[src/pkg/ddr_phy_lane_pkg.sv]
`default_nettype none
package ddr_phy_lane_pkg;
  // ==========================================================
  // Instance counts and address width
  localparam int IMP_INST = 4;
  localparam int LANE_NUM = 9;
  localparam int RANKS = 4;
  localparam int ADDR_W = 8;
  // ==========================================================
  // Register byte offsets
  localparam logic [7:0] ZQ_MAIN_OFS = 8'h00;
  localparam logic [7:0] ZQ_DETAIL_OFS = 8'h04;
  localparam logic [7:0] ZQ_STRIDE = 8'h08;
  localparam logic [7:0] LANE_OFS = 8'h20;
  localparam logic [7:0] GLOB_OFS = 8'h44;
  // ==========================================================
  // Impedance status fields
  localparam int ZQ_DONE_BIT = 31;
  localparam int ZQ_FAULT_BIT = 30;
  localparam int CODE_W = 28;
  localparam int SEL_W = 7;
  localparam int TPU_LSB = 21;
  localparam int TPD_LSB = 14;
  localparam int DPU_LSB = 7;
  localparam int DPD_LSB = 0;
  localparam int DETAIL_W = 8;
  localparam logic [31:0] ZQ_MAIN_RST = 32'h0000_014A;
  localparam logic [1:0] CAL_OK = 2'h0;
  localparam logic [1:0] CAL_OVERFLOW = 2'h1;
  localparam logic [1:0] CAL_UNDERFLOW = 2'h2;
  localparam logic [1:0] CAL_BUSY = 2'h3;
  // ==========================================================
  // Byte lane general configuration fields
  localparam int SKIP_BIT = 31;
  localparam int TRACK_BIT = 30;
  localparam int WLM_LSB = 26;
  localparam int BYP_BIT = 19;
  localparam int FAST_BIT = 18;
  localparam int PD_BIT = 17;
  localparam int RST_BIT = 16;
  localparam int OEO_LSB = 14;
  localparam int EARLY_BIT = 13;
  localparam int HOLD_LSB = 11;
  localparam int DQDYN_BIT = 10;
  localparam int DQSDYN_BIT = 9;
  localparam int STRB_LSB = 7;
  localparam int RXCELL_BIT = 6;
  localparam int RXPD_BIT = 5;
  localparam int DRVPD_BIT = 4;
  localparam int CMOS_BIT = 3;
  localparam int DATA_TERMINATION_ENABLE_BIT = 2;
  localparam int STROBE_TERMINATION_ENABLE_BIT = 1;
  localparam int EN_BIT = 0;
  localparam logic [31:0] GCR_RST = 32'h7C00_0E81;
  localparam logic [31:0] GCR_WMASK = 32'hFC0F_FFFF;
  localparam logic [1:0] OEO_FOLLOW = 2'h0;
  localparam logic [1:0] OEO_OUT = 2'h1;
  localparam logic [1:0] OEO_IN = 2'h2;
  localparam logic [1:0] STRB_LOW = 2'h0;
  localparam logic [1:0] STRB_NORM = 2'h1;
  localparam logic [1:0] STRB_INV = 2'h2;
  localparam logic [1:0] STRB_HIGH = 2'h3;
  // ==========================================================
  // Global PLL and master delay line tracking control fields
  localparam int GLOB_W = 4;
  localparam int G_BYP_BIT = 0;
  localparam int G_PD_BIT = 1;
  localparam int G_RST_BIT = 2;
  localparam int G_MDL_BIT = 3;
  localparam logic [3:0] GLOB_RST = 4'h8;
  // ==========================================================
  // Bus responses
  localparam logic [1:0] RESP_OKAY = 2'h0;
  localparam logic [1:0] RESP_SLVERR = 2'h2;
endpackage
`default_nettype wire

[src/verilog/ddr_phy_lane_regs.sv]
// Decided for this implementation: the register offsets and the AXI4-Lite slave port.
`default_nettype none
module ddr_phy_lane_regs (
  // Clock and reset
  input wire logic clk_i,
  input wire logic rst_n_i,
  // AXI4-Lite slave
  input wire logic [7:0] s_axi_awaddr,
  input wire logic s_axi_awvalid,
  output logic s_axi_awready,
  input wire logic [31:0] s_axi_wdata,
  input wire logic [3:0] s_axi_wstrb,
  input wire logic s_axi_wvalid,
  output logic s_axi_wready,
  output logic [1:0] s_axi_bresp,
  output logic s_axi_bvalid,
  input wire logic s_axi_bready,
  input wire logic [7:0] s_axi_araddr,
  input wire logic s_axi_arvalid,
  output logic s_axi_arready,
  output logic [31:0] s_axi_rdata,
  output logic [1:0] s_axi_rresp,
  output logic s_axi_rvalid,
  input wire logic s_axi_rready,
  // Impedance calibration blocks
  input wire logic [3:0] imp_cal_complete_i,
  input wire logic [3:0] imp_cal_fault_i,
  input wire logic [3:0][27:0] imp_code_current_i,
  input wire logic [3:0][7:0] imp_cal_state_i,
  output logic [3:0][6:0] term_pullup_sel_o,
  output logic [3:0][6:0] term_pulldown_sel_o,
  output logic [3:0][6:0] drv_pullup_sel_o,
  output logic [3:0][6:0] drv_pulldown_sel_o,
  // PHY sequencing and DFI timing
  input wire logic phy_init_done_i,
  input wire logic rd_ahead_i,
  input wire logic wr_oe_i,
  input wire logic wr_strobe_phase_i,
  input wire logic [8:0][3:0] wl_resp_i,
  // Per byte lane outputs
  output logic [8:0] lane_cal_start_o,
  output logic [8:0] master_delay_line_track_o,
  output logic [8:0][3:0] wl_resp_used_o,
  output logic [8:0][3:0] wl_rank_done_o,
  output logic [8:0] lane_pll_bypass_o,
  output logic [8:0] lane_pll_fast_lock_o,
  output logic [8:0] lane_pll_powerdown_o,
  output logic [8:0] lane_pll_reset_o,
  output logic [8:0] dq_oe_o,
  output logic [8:0] dqs_o,
  output logic [8:0] dqs_n_o,
  output logic [8:0] dqs_oe_o,
  output logic [8:0] dq_odt_o,
  output logic [8:0] dqs_odt_o,
  output logic [8:0] strobe_rx_cell_powerdown_o,
  output logic [8:0] lane_receiver_powerdown_o,
  output logic [8:0] lane_driver_powerdown_o,
  output logic [8:0] lane_cmos_io_select_o,
  output logic [8:0] byte_lane_enable_o
);
  // ==========================================================
  // State
  typedef struct packed {
    logic [8:0][31:0] gcr;
    logic [3:0] glob;
    logic [3:0][31:0] zq_main;
    logic [3:0][7:0] zq_detail;
    logic aw_got;
    logic w_got;
    logic [7:0] aw_addr;
    logic [31:0] w_data;
    logic [3:0] w_strb;
    logic bvalid;
    logic [1:0] bresp;
    logic rvalid;
    logic [1:0] rresp;
    logic [31:0] rdata;
    logic rd_d1;
    logic rd_d2;
    logic [8:0][1:0] hold_cnt;
    logic [8:0] cal_start;
    logic [8:0] dq_oe;
    logic [8:0] dqs;
    logic [8:0] dq_odt;
    logic [8:0] dqs_odt;
  } state_t;

  state_t s_r;
  state_t s_nxt;

  // ==========================================================
  // Helpers
  function automatic logic [31:0] merge_strb(input logic [31:0] old, input logic [31:0] data,
                                             input logic [3:0] strb);
    logic [31:0] res;
    res = old;
    for (int b = 0; b < 4; b++) begin
      if (strb[b]) begin
        res[8*b +: 8] = data[8*b +: 8];
      end
    end
    return res;
  endfunction

  // Returns {error, word}
  function automatic logic [32:0] read_word(input logic [7:0] addr, input state_t st);
    logic [32:0] res;
    res = {1'b1, 32'h0000_0000};
    for (int i = 0; i < ddr_phy_lane_pkg::IMP_INST; i++) begin
      if (addr[7:2] == 6'((ddr_phy_lane_pkg::ZQ_MAIN_OFS + 8'(i) * ddr_phy_lane_pkg::ZQ_STRIDE)
                          >> 2)) begin
        res = {1'b0, st.zq_main[i]};
      end
      if (addr[7:2] == 6'((ddr_phy_lane_pkg::ZQ_DETAIL_OFS + 8'(i) * ddr_phy_lane_pkg::ZQ_STRIDE)
                          >> 2)) begin
        res = {1'b0, 24'h00_0000, st.zq_detail[i]};
      end
    end
    for (int i = 0; i < ddr_phy_lane_pkg::LANE_NUM; i++) begin
      if (addr[7:2] == 6'((ddr_phy_lane_pkg::LANE_OFS >> 2) + 8'(i))) begin
        res = {1'b0, st.gcr[i]};
      end
    end
    if (addr[7:2] == ddr_phy_lane_pkg::GLOB_OFS[7:2]) begin
      res = {1'b0, 28'h000_0000, st.glob};
    end
    return res;
  endfunction

  logic [32:0] rd_word;
  logic early_src;
  logic odt_win;
  logic [32:0] wr_word;
  logic [31:0] glob_word;

  assign s_axi_awready = !s_r.aw_got && !s_r.bvalid;
  assign s_axi_wready = !s_r.w_got && !s_r.bvalid;
  assign s_axi_arready = !s_r.rvalid;
  assign rd_word = read_word(s_axi_araddr, s_r);
  assign wr_word = read_word(s_r.aw_addr, s_r);
  assign glob_word = merge_strb({28'h000_0000, s_r.glob}, s_r.w_data, s_r.w_strb);

  // ==========================================================
  // Next state
  always_comb begin
    s_nxt = s_r;
    early_src = 1'b0;
    odt_win = 1'b0;
    // Bus write
    if (s_axi_awvalid && s_axi_awready) begin
      s_nxt.aw_got = 1'b1;
      s_nxt.aw_addr = s_axi_awaddr;
    end
    if (s_axi_wvalid && s_axi_wready) begin
      s_nxt.w_got = 1'b1;
      s_nxt.w_data = s_axi_wdata;
      s_nxt.w_strb = s_axi_wstrb;
    end
    if (s_r.aw_got && s_r.w_got) begin
      s_nxt.aw_got = 1'b0;
      s_nxt.w_got = 1'b0;
      s_nxt.bvalid = 1'b1;
      s_nxt.bresp = wr_word[32] ? ddr_phy_lane_pkg::RESP_SLVERR : ddr_phy_lane_pkg::RESP_OKAY;
      for (int i = 0; i < ddr_phy_lane_pkg::LANE_NUM; i++) begin
        if (s_r.aw_addr[7:2] == 6'((ddr_phy_lane_pkg::LANE_OFS >> 2) + 8'(i))) begin
          s_nxt.gcr[i] = merge_strb(s_r.gcr[i], s_r.w_data, s_r.w_strb)
                         & ddr_phy_lane_pkg::GCR_WMASK;
        end
      end
      if (s_r.aw_addr[7:2] == ddr_phy_lane_pkg::GLOB_OFS[7:2]) begin
        s_nxt.glob = glob_word[3:0];
      end
    end
    if (s_r.bvalid && s_axi_bready) begin
      s_nxt.bvalid = 1'b0;
    end
    // Bus read
    if (s_axi_arvalid && s_axi_arready) begin
      s_nxt.rvalid = 1'b1;
      s_nxt.rdata = rd_word[31:0];
      s_nxt.rresp = rd_word[32] ? ddr_phy_lane_pkg::RESP_SLVERR : ddr_phy_lane_pkg::RESP_OKAY;
    end else if (s_r.rvalid && s_axi_rready) begin
      s_nxt.rvalid = 1'b0;
    end
    // Impedance status capture, reserved bits forced to zero
    for (int i = 0; i < ddr_phy_lane_pkg::IMP_INST; i++) begin
      s_nxt.zq_main[i] = {imp_cal_complete_i[i], imp_cal_fault_i[i], 2'b00,
                          imp_code_current_i[i]};
      s_nxt.zq_detail[i] = imp_cal_state_i[i];
    end
    // Read window delay line
    s_nxt.rd_d1 = rd_ahead_i;
    s_nxt.rd_d2 = s_r.rd_d1;
    for (int l = 0; l < ddr_phy_lane_pkg::LANE_NUM; l++) begin
      // Early or late start of read termination
      early_src = s_r.gcr[l][ddr_phy_lane_pkg::EARLY_BIT] ? s_r.rd_d1 : rd_ahead_i;
      if (s_r.rd_d2) begin
        s_nxt.hold_cnt[l] = s_r.gcr[l][ddr_phy_lane_pkg::HOLD_LSB +: 2];
      end else if (s_r.hold_cnt[l] != 2'd0) begin
        s_nxt.hold_cnt[l] = s_r.hold_cnt[l] - 2'd1;
      end
      odt_win = early_src || s_r.rd_d1 || s_r.rd_d2 || (s_r.hold_cnt[l] != 2'd0);
      s_nxt.dq_odt[l] = s_r.gcr[l][ddr_phy_lane_pkg::DATA_TERMINATION_ENABLE_BIT]
                        && (odt_win || !s_r.gcr[l][ddr_phy_lane_pkg::DQDYN_BIT]);
      s_nxt.dqs_odt[l] = s_r.gcr[l][ddr_phy_lane_pkg::STROBE_TERMINATION_ENABLE_BIT]
                         && (odt_win || !s_r.gcr[l][ddr_phy_lane_pkg::DQSDYN_BIT]);
      // Output enable override, disabled lanes never drive
      case (s_r.gcr[l][ddr_phy_lane_pkg::OEO_LSB +: 2])
        ddr_phy_lane_pkg::OEO_OUT: s_nxt.dq_oe[l] = 1'b1;
        ddr_phy_lane_pkg::OEO_IN: s_nxt.dq_oe[l] = 1'b0;
        default: s_nxt.dq_oe[l] = wr_oe_i;
      endcase
      if (!s_r.gcr[l][ddr_phy_lane_pkg::EN_BIT]) begin
        s_nxt.dq_oe[l] = 1'b0;
      end
      // Write strobe shape
      case (s_r.gcr[l][ddr_phy_lane_pkg::STRB_LSB +: 2])
        ddr_phy_lane_pkg::STRB_LOW: s_nxt.dqs[l] = 1'b0;
        ddr_phy_lane_pkg::STRB_NORM: s_nxt.dqs[l] = wr_strobe_phase_i;
        ddr_phy_lane_pkg::STRB_INV: s_nxt.dqs[l] = !wr_strobe_phase_i;
        default: s_nxt.dqs[l] = 1'b1;
      endcase
      // Automatic period calibration after init
      s_nxt.cal_start[l] = phy_init_done_i && !s_r.gcr[l][ddr_phy_lane_pkg::SKIP_BIT]
                           && s_r.gcr[l][ddr_phy_lane_pkg::EN_BIT];
    end
  end

  // ==========================================================
  // Registers
  always_ff @(posedge clk_i or negedge rst_n_i) begin
    if (!rst_n_i) begin
      s_r <= '0;
      s_r.glob <= ddr_phy_lane_pkg::GLOB_RST;
      for (int l = 0; l < ddr_phy_lane_pkg::LANE_NUM; l++) begin
        s_r.gcr[l] <= ddr_phy_lane_pkg::GCR_RST;
      end
      for (int i = 0; i < ddr_phy_lane_pkg::IMP_INST; i++) begin
        s_r.zq_main[i] <= ddr_phy_lane_pkg::ZQ_MAIN_RST;
      end
    end else begin
      s_r <= s_nxt;
    end
  end

  // ==========================================================
  // Outputs
  assign s_axi_bvalid = s_r.bvalid;
  assign s_axi_bresp = s_r.bresp;
  assign s_axi_rvalid = s_r.rvalid;
  assign s_axi_rresp = s_r.rresp;
  assign s_axi_rdata = s_r.rdata;

  always_comb begin
    for (int i = 0; i < ddr_phy_lane_pkg::IMP_INST; i++) begin
      term_pullup_sel_o[i] = s_r.zq_main[i][ddr_phy_lane_pkg::TPU_LSB +: 7];
      term_pulldown_sel_o[i] = s_r.zq_main[i][ddr_phy_lane_pkg::TPD_LSB +: 7];
      drv_pullup_sel_o[i] = s_r.zq_main[i][ddr_phy_lane_pkg::DPU_LSB +: 7];
      drv_pulldown_sel_o[i] = s_r.zq_main[i][ddr_phy_lane_pkg::DPD_LSB +: 7];
    end
  end

  always_comb begin
    for (int l = 0; l < ddr_phy_lane_pkg::LANE_NUM; l++) begin
      master_delay_line_track_o[l] = s_r.gcr[l][ddr_phy_lane_pkg::TRACK_BIT]
                                     && s_r.glob[ddr_phy_lane_pkg::G_MDL_BIT];
      wl_resp_used_o[l] = wl_resp_i[l] & s_r.gcr[l][ddr_phy_lane_pkg::WLM_LSB +: 4];
      wl_rank_done_o[l] = ~s_r.gcr[l][ddr_phy_lane_pkg::WLM_LSB +: 4];
      lane_pll_bypass_o[l] = s_r.gcr[l][ddr_phy_lane_pkg::BYP_BIT]
                             || s_r.glob[ddr_phy_lane_pkg::G_BYP_BIT];
      lane_pll_fast_lock_o[l] = s_r.gcr[l][ddr_phy_lane_pkg::FAST_BIT];
      lane_pll_powerdown_o[l] = s_r.gcr[l][ddr_phy_lane_pkg::PD_BIT]
                                || s_r.glob[ddr_phy_lane_pkg::G_PD_BIT];
      lane_pll_reset_o[l] = s_r.gcr[l][ddr_phy_lane_pkg::RST_BIT]
                            || s_r.glob[ddr_phy_lane_pkg::G_RST_BIT];
      strobe_rx_cell_powerdown_o[l] = s_r.gcr[l][ddr_phy_lane_pkg::RXCELL_BIT];
      lane_receiver_powerdown_o[l] = s_r.gcr[l][ddr_phy_lane_pkg::RXPD_BIT];
      lane_driver_powerdown_o[l] = s_r.gcr[l][ddr_phy_lane_pkg::DRVPD_BIT];
      lane_cmos_io_select_o[l] = s_r.gcr[l][ddr_phy_lane_pkg::CMOS_BIT];
      byte_lane_enable_o[l] = s_r.gcr[l][ddr_phy_lane_pkg::EN_BIT];
    end
  end

  assign lane_cal_start_o = s_r.cal_start;
  assign dq_oe_o = s_r.dq_oe;
  assign dqs_oe_o = s_r.dq_oe;
  assign dqs_o = s_r.dqs;
  assign dqs_n_o = ~s_r.dqs;
  assign dq_odt_o = s_r.dq_odt;
  assign dqs_odt_o = s_r.dqs_odt;

  // ==========================================================
  // Checks
  property p_cal_complete;
    @(posedge clk_i) disable iff (!rst_n_i)
      rst_n_i && imp_cal_complete_i[1] |=> s_r.zq_main[1][31];
  endproperty
  a_cal_complete: assert property (p_cal_complete)
    else $error("complete flag not captured");

  property p_cal_fault;
    @(posedge clk_i) disable iff (!rst_n_i)
      rst_n_i && imp_cal_fault_i[1] |=> s_r.zq_main[1][30];
  endproperty
  a_cal_fault: assert property (p_cal_fault)
    else $error("fault flag not captured");

  property p_code;
    @(posedge clk_i) disable iff (!rst_n_i)
      rst_n_i |=> drv_pulldown_sel_o[2] == $past(imp_code_current_i[2][6:0])
          && term_pullup_sel_o[2] == $past(imp_code_current_i[2][27:21]);
  endproperty
  a_code: assert property (p_code)
    else $error("code select mismatch");

  property p_skip_cal;
    @(posedge clk_i) disable iff (!rst_n_i)
      phy_init_done_i && s_r.gcr[1][31] |=> !lane_cal_start_o[1];
  endproperty
  a_skip_cal: assert property (p_skip_cal)
    else $error("calibration started despite skip");

  property p_track;
    @(posedge clk_i) disable iff (!rst_n_i)
      !s_r.glob[3] |-> master_delay_line_track_o == 9'h000;
  endproperty
  a_track: assert property (p_track)
    else $error("tracking without common enable");

  property p_oe_force;
    @(posedge clk_i) disable iff (!rst_n_i)
      s_r.gcr[0][15:14] == 2'h1 && s_r.gcr[0][0] |=> dq_oe_o[0] && dqs_oe_o[0];
  endproperty
  a_oe_force: assert property (p_oe_force)
    else $error("forced output not driven");

  property p_hold;
    @(posedge clk_i) disable iff (!rst_n_i)
      (s_r.rd_d2 && !s_r.rd_d1 && !rd_ahead_i && s_r.gcr[0][12:11] == 2'h1
       && s_r.gcr[0][10] && s_r.gcr[0][2] ##1 !rd_ahead_i [*2])
      |-> dq_odt_o[0] ##1 !dq_odt_o[0];
  endproperty
  a_hold: assert property (p_hold)
    else $error("termination hold length wrong");

  property p_strobe_high;
    @(posedge clk_i) disable iff (!rst_n_i)
      s_r.gcr[0][8:7] == 2'h3 |=> dqs_o[0] && !dqs_n_o[0];
  endproperty
  a_strobe_high: assert property (p_strobe_high)
    else $error("strobe not held high");

  property p_lane_off;
    @(posedge clk_i) disable iff (!rst_n_i)
      !s_r.gcr[4][0] |=> !dq_oe_o[4] && !lane_cal_start_o[4];
  endproperty
  a_lane_off: assert property (p_lane_off)
    else $error("disabled lane active");

  property p_wl_mask;
    @(posedge clk_i) disable iff (!rst_n_i)
      !s_r.gcr[2][27] |-> wl_rank_done_o[2][1] && !wl_resp_used_o[2][1];
  endproperty
  a_wl_mask: assert property (p_wl_mask)
    else $error("masked rank not ignored");

endmodule
`default_nettype wire
[config.mk]
export PLATFORM = sky130hd
export DESIGN_NAME = ddr_phy_lane_regs
export DESIGN_NICKNAME = d
export VERILOG_FILES = /design/src/pkg/ddr_phy_lane_pkg.sv /design/src/verilog/ddr_phy_lane_regs.sv
export SDC_FILE = /design/constraint.sdc
export NUM_CORES = 1
export LEC_CHECK = 0
export BUFFER_PORTS_ARGS = -buffer_cell sky130_fd_sc_hd__buf_2
export CAP_MARGIN = 15
export CORE_AREA = 2 2 246 248
export DETAILED_ROUTE_END_ITERATION = 7
export DIE_AREA = 0 0 248 250
export GPL_ROUTABILITY_DRIVEN = 0
export GPL_TIMING_DRIVEN = 0
export PLACE_DENSITY = 0.74
export SLEW_MARGIN = 10
export SYNTH_ARGS = -nofsm -noshare
export SYNTH_HDL_FRONTEND = slang
export SYNTH_SLANG_ARGS = --single-unit
[constraint.sdc]
create_clock -name clk_i -period 2.3 [get_ports clk_i]
set_input_delay 0.115 -clock clk_i [delete_from_list [all_inputs] [get_ports clk_i]]
set_output_delay 0.115 -clock clk_i [all_outputs]
set_load 0.02 [all_outputs]
==> impl_metrics.csv <==
group,metric,value,unit
run_status,status,"complete, but fails checks",
run_status,violations,"setup timing",
die,chipWidth,248,um
setup_path,critPathMaxFanout,10,
detailed_routing,route.vias.total,21930,
logic_synthesis,netlist_area,0.0250,mm2
die,std_cell_rows,90,
setup_path,worstPathArrival,2.90,ns
sta,finalSetupTns,-0.685,ns
pwr,power_switching_share,35.0,%
logic_synthesis,yosys.cell_count.top_type,"dfrtp_1",
placement,dp.cells,3492,
sta,skew,0.0303,ns
clock_tree,htreeDepth,2,
sta,max_freq,0.420,GHz
sta,rsz0062_at_grt,"true",
logic_synthesis,yosys.cell_types.count,87,
die,core_area,0.0596,mm2
grt,grt_pass1_wl,155000,um
clock_tree,cts_buffers,56,
die,pin_count,629,
placement,port_buffers,612,
die,initial_core_util,42.0,%
logic_synthesis,synth.top_cells.by_count,"422 x dfrtp_1, 274 x mux2_2, 263 x buf_4, 118 x nand2_1, 107 x dfstp_2",
detailed_routing,drc_errors,0,
detailed_routing,viasPerCell,5.76,
detailed_routing,wl_per_cell,29.1,um
grt,antenna_found_initial,12,
sta,drv_slew,0,
logic_synthesis,yosys-top-cells-area,"dfrtp_1 42%, mux2_2 12%, dfstp_2 11%, buf_4 7.9%, nand2_1 1.8%",
clock_tree,clkSinkCount,529,
clock_tree,cts_tree,"yes",
logic_synthesis,synth_ff_type,"dfrtp_1",
logic_synthesis,synth_top_area_share,42.2,%
logic_synthesis,synth_area_per_cell,12.0,um2
finish,layout.nets,3237,
logic_synthesis,seq_area_frac_synth,53.4,%
clock_tree,cts_buffer_depth,3,
sta,worst_pin_slew,1.33,ns
min_path,hp-class,"input port to async pin",
pwr,p_int,22000,uW
sta,finalWorstSetupSlack,-0.0807,ns
grt,grt_pass1_vias,22260,
sta,finalSetupViolations,26,
clock_tree,root_buffer,"clkbuf_16",
pwr,powerDensity,1010,mW/mm2
logic_synthesis,yosys_warnings,0,
logic_synthesis,ys_async_sr_fraction,100,%
detailed_routing,dr.first_iter.drc_count,2588,
grt,grt-ovfl-total,0,
pwr,peakVddDrop,0.711,mV
placement,pre_cts_ws,-1.00,ns
die,dieArea,0.0620,mm2
pwr,pwr-share-comb,30.3,%
finish,drive_gt1_share,50.2,%
run,max_cap_violations,0,
pwr,clkPwrFrac,30.0,%
setup_path,critPathKind,"input port to flop",
setup_path,cp-start-kind,"input port",
detailed_routing,ant_nets,0,
clock_tree,clkTransAtPathRegs,0.06,ns
setup_path,cp-end-kind,"flop",
grt,grt_usage,35.1,%
finish,areaGrowthSynthToFinish,33.8,%
sta,hold_violations,0,
logic_synthesis,synth-edff-count,0,
finish,n_fill_cell,4875,
sta,fin_crit_sh,104,%
logic_synthesis,postSynthCellCount,2091,
pwr,leakage,0.0165,uW
finish,instances_no_fill,3805,
die,die_h,250,um
clock_tree,clkLatencyLatePin,0.65,ns
setup_path,cp.required,2.82,ns
sta,slew_headroom,11.0,%
pwr,p_sw,11800,uW
pwr,power_frac_seq,39.7,%
finish,final_util,56.2,%
sta,min_period,2.38,ns
placement,dp_hpwl,80500,um
detailed_routing,firstDrtPassIters,8,
detailed_routing,drt_wl_total,111000,um
logic_synthesis,synth_area_leader_cell,"dfrtp_1",
grt,grt_max_degree,108,
logic_synthesis,synth-seq-cells,529,
## flip-flops by register name, summed over array words and instances (netlist names), 28 cells and up
register,count
s_r,281
s_axi_rdata,32
drv_pulldown_sel_o,28
drv_pullup_sel_o,28
term_pulldown_sel_o,28
term_pullup_sel_o,28
## cells by family (layout without fill, tap and decap cells)
family	count (synthesis)	count (layout)	share of synthesized area, %
multiplexers	336	336	15.5
adder cells (fa/ha/maj)	18	18	0.900
XOR/XNOR	10	10	0.350
buffers and inverters	456	1380	11.1
other	1	9	0.0150
flip-flops	529	529	53.4
AND/OR/NAND/NOR	376	376	8.45
AO/OA/AOI/OAI	365	365	10.3
## critical path, cell delays in order
cell and delay, ns:
buf_2 0.13, buf_2 0.21, clkbuf_4 0.28, nor2_2 0.57, buf_2 0.52, nand2_1 0.42, o21ai_0 0.27, o21ai_0 0.10
a32o_1 0.26
## power groups by stage
stage	Combinational [uW]	Sequential (uW)	Clock [uW]
2_1_floorplan	6360	12500	0
3_3_place_gp	9430	13300	0
3_5_place_dp	9690	13400	0
4_1_cts	10000	13300	10200
5_1_grt	10800	13500	10600
6_report	10200	13400	10100
## worst paths after layout
path / from / cells past startpoint / endpoint / slack [ns]
worst min register to register: s_nxt[63]$_DFF_PN0_ / 0 / s_r[63]$_DFF_PN0_ / 0.38
max in group asynchronous: rst_n_i / 5 / drv_pulldown_sel_o[6]$_DFF_PN1_ / 0.51
min in group clk_i: s_axi_araddr[6] / 4 / s_axi_rresp[1]$_DFFE_PN0P_ / 0.07
worst min-delay path: rst_n_i / 2 / s_r[177]$_DFF_PN0_ / 0.03
worst max-delay path: s_axi_araddr[3] / 9 / s_axi_rdata[7]$_DFFE_PN0P_ / -0.08
worst max register to register: s_axi_rvalid$_DFFE_PN0P_ / 5 / s_axi_rdata[25]$_DFFE_PN0P_ / -0.06
## repair_timing
item,4_1_cts,5_1_grt
resized for setup,30,36
endpoints found under the setup margin,138,141
gates cloned,0,0
hold endpoints to repair,308,0
hold buffers,194,0
pin swaps,1,6
buffers inserted,0,6
## routing by layer
layer / GRT usage (%) / wire (um) / up-vias
li1: - / - / 8867
met1: 43.3 / 40100 / 10836
met2: 53.3 / 49200 / 1733
met3: 11.4 / 13200 / 486
met4: 21.4 / 8190 / 8
met5: 0 / 47 / -
## final cells by class
type                    instances  area, um2  share of cell area (%)
clock inverters                26        410                    1.23
multi-input cells            1107       9050                    27.0
well taps                     782        978                    2.92
plain buffers                 370       2480                    7.41
inverters                      86        323                   0.964
clock buffers                  80       1650                    4.94
diodes                          7       17.5                  0.0523
repair buffers                818       5200                    15.5
flip-flops and latches        529      13400                    39.9
## layout by cell type (no fill, tap or decap), types with 53 or more instances in the layout
cell,Yosys,routed
buf_2,30,640
dfrtp_1,422,421
mux2_2,274,274
buf_4,263,270
dlygate4sd3_1,0,194
nand2_1,118,109
dfstp_2,107,107
inv_1,84,84
a21oi_1,67,67
o21ai_0,65,65
clkbuf_16,0,57
clkbuf_1,52,53
## stage by stage
stage / total power (uW) / area [um2] / hold WS, ns
global placement: 22700 / 29100 / 0.220
finish: 33800 / 33500 / 0.0309
detailed placement: 23100 / 29200 / 0.112
CTS: 33500 / 33300 / 0.0489
floorplan: 18900 / 25000 / -0.181
global route: 34900 / 33500 / 0.0821
No activity file was read; power rests on OpenSTA's default activity.
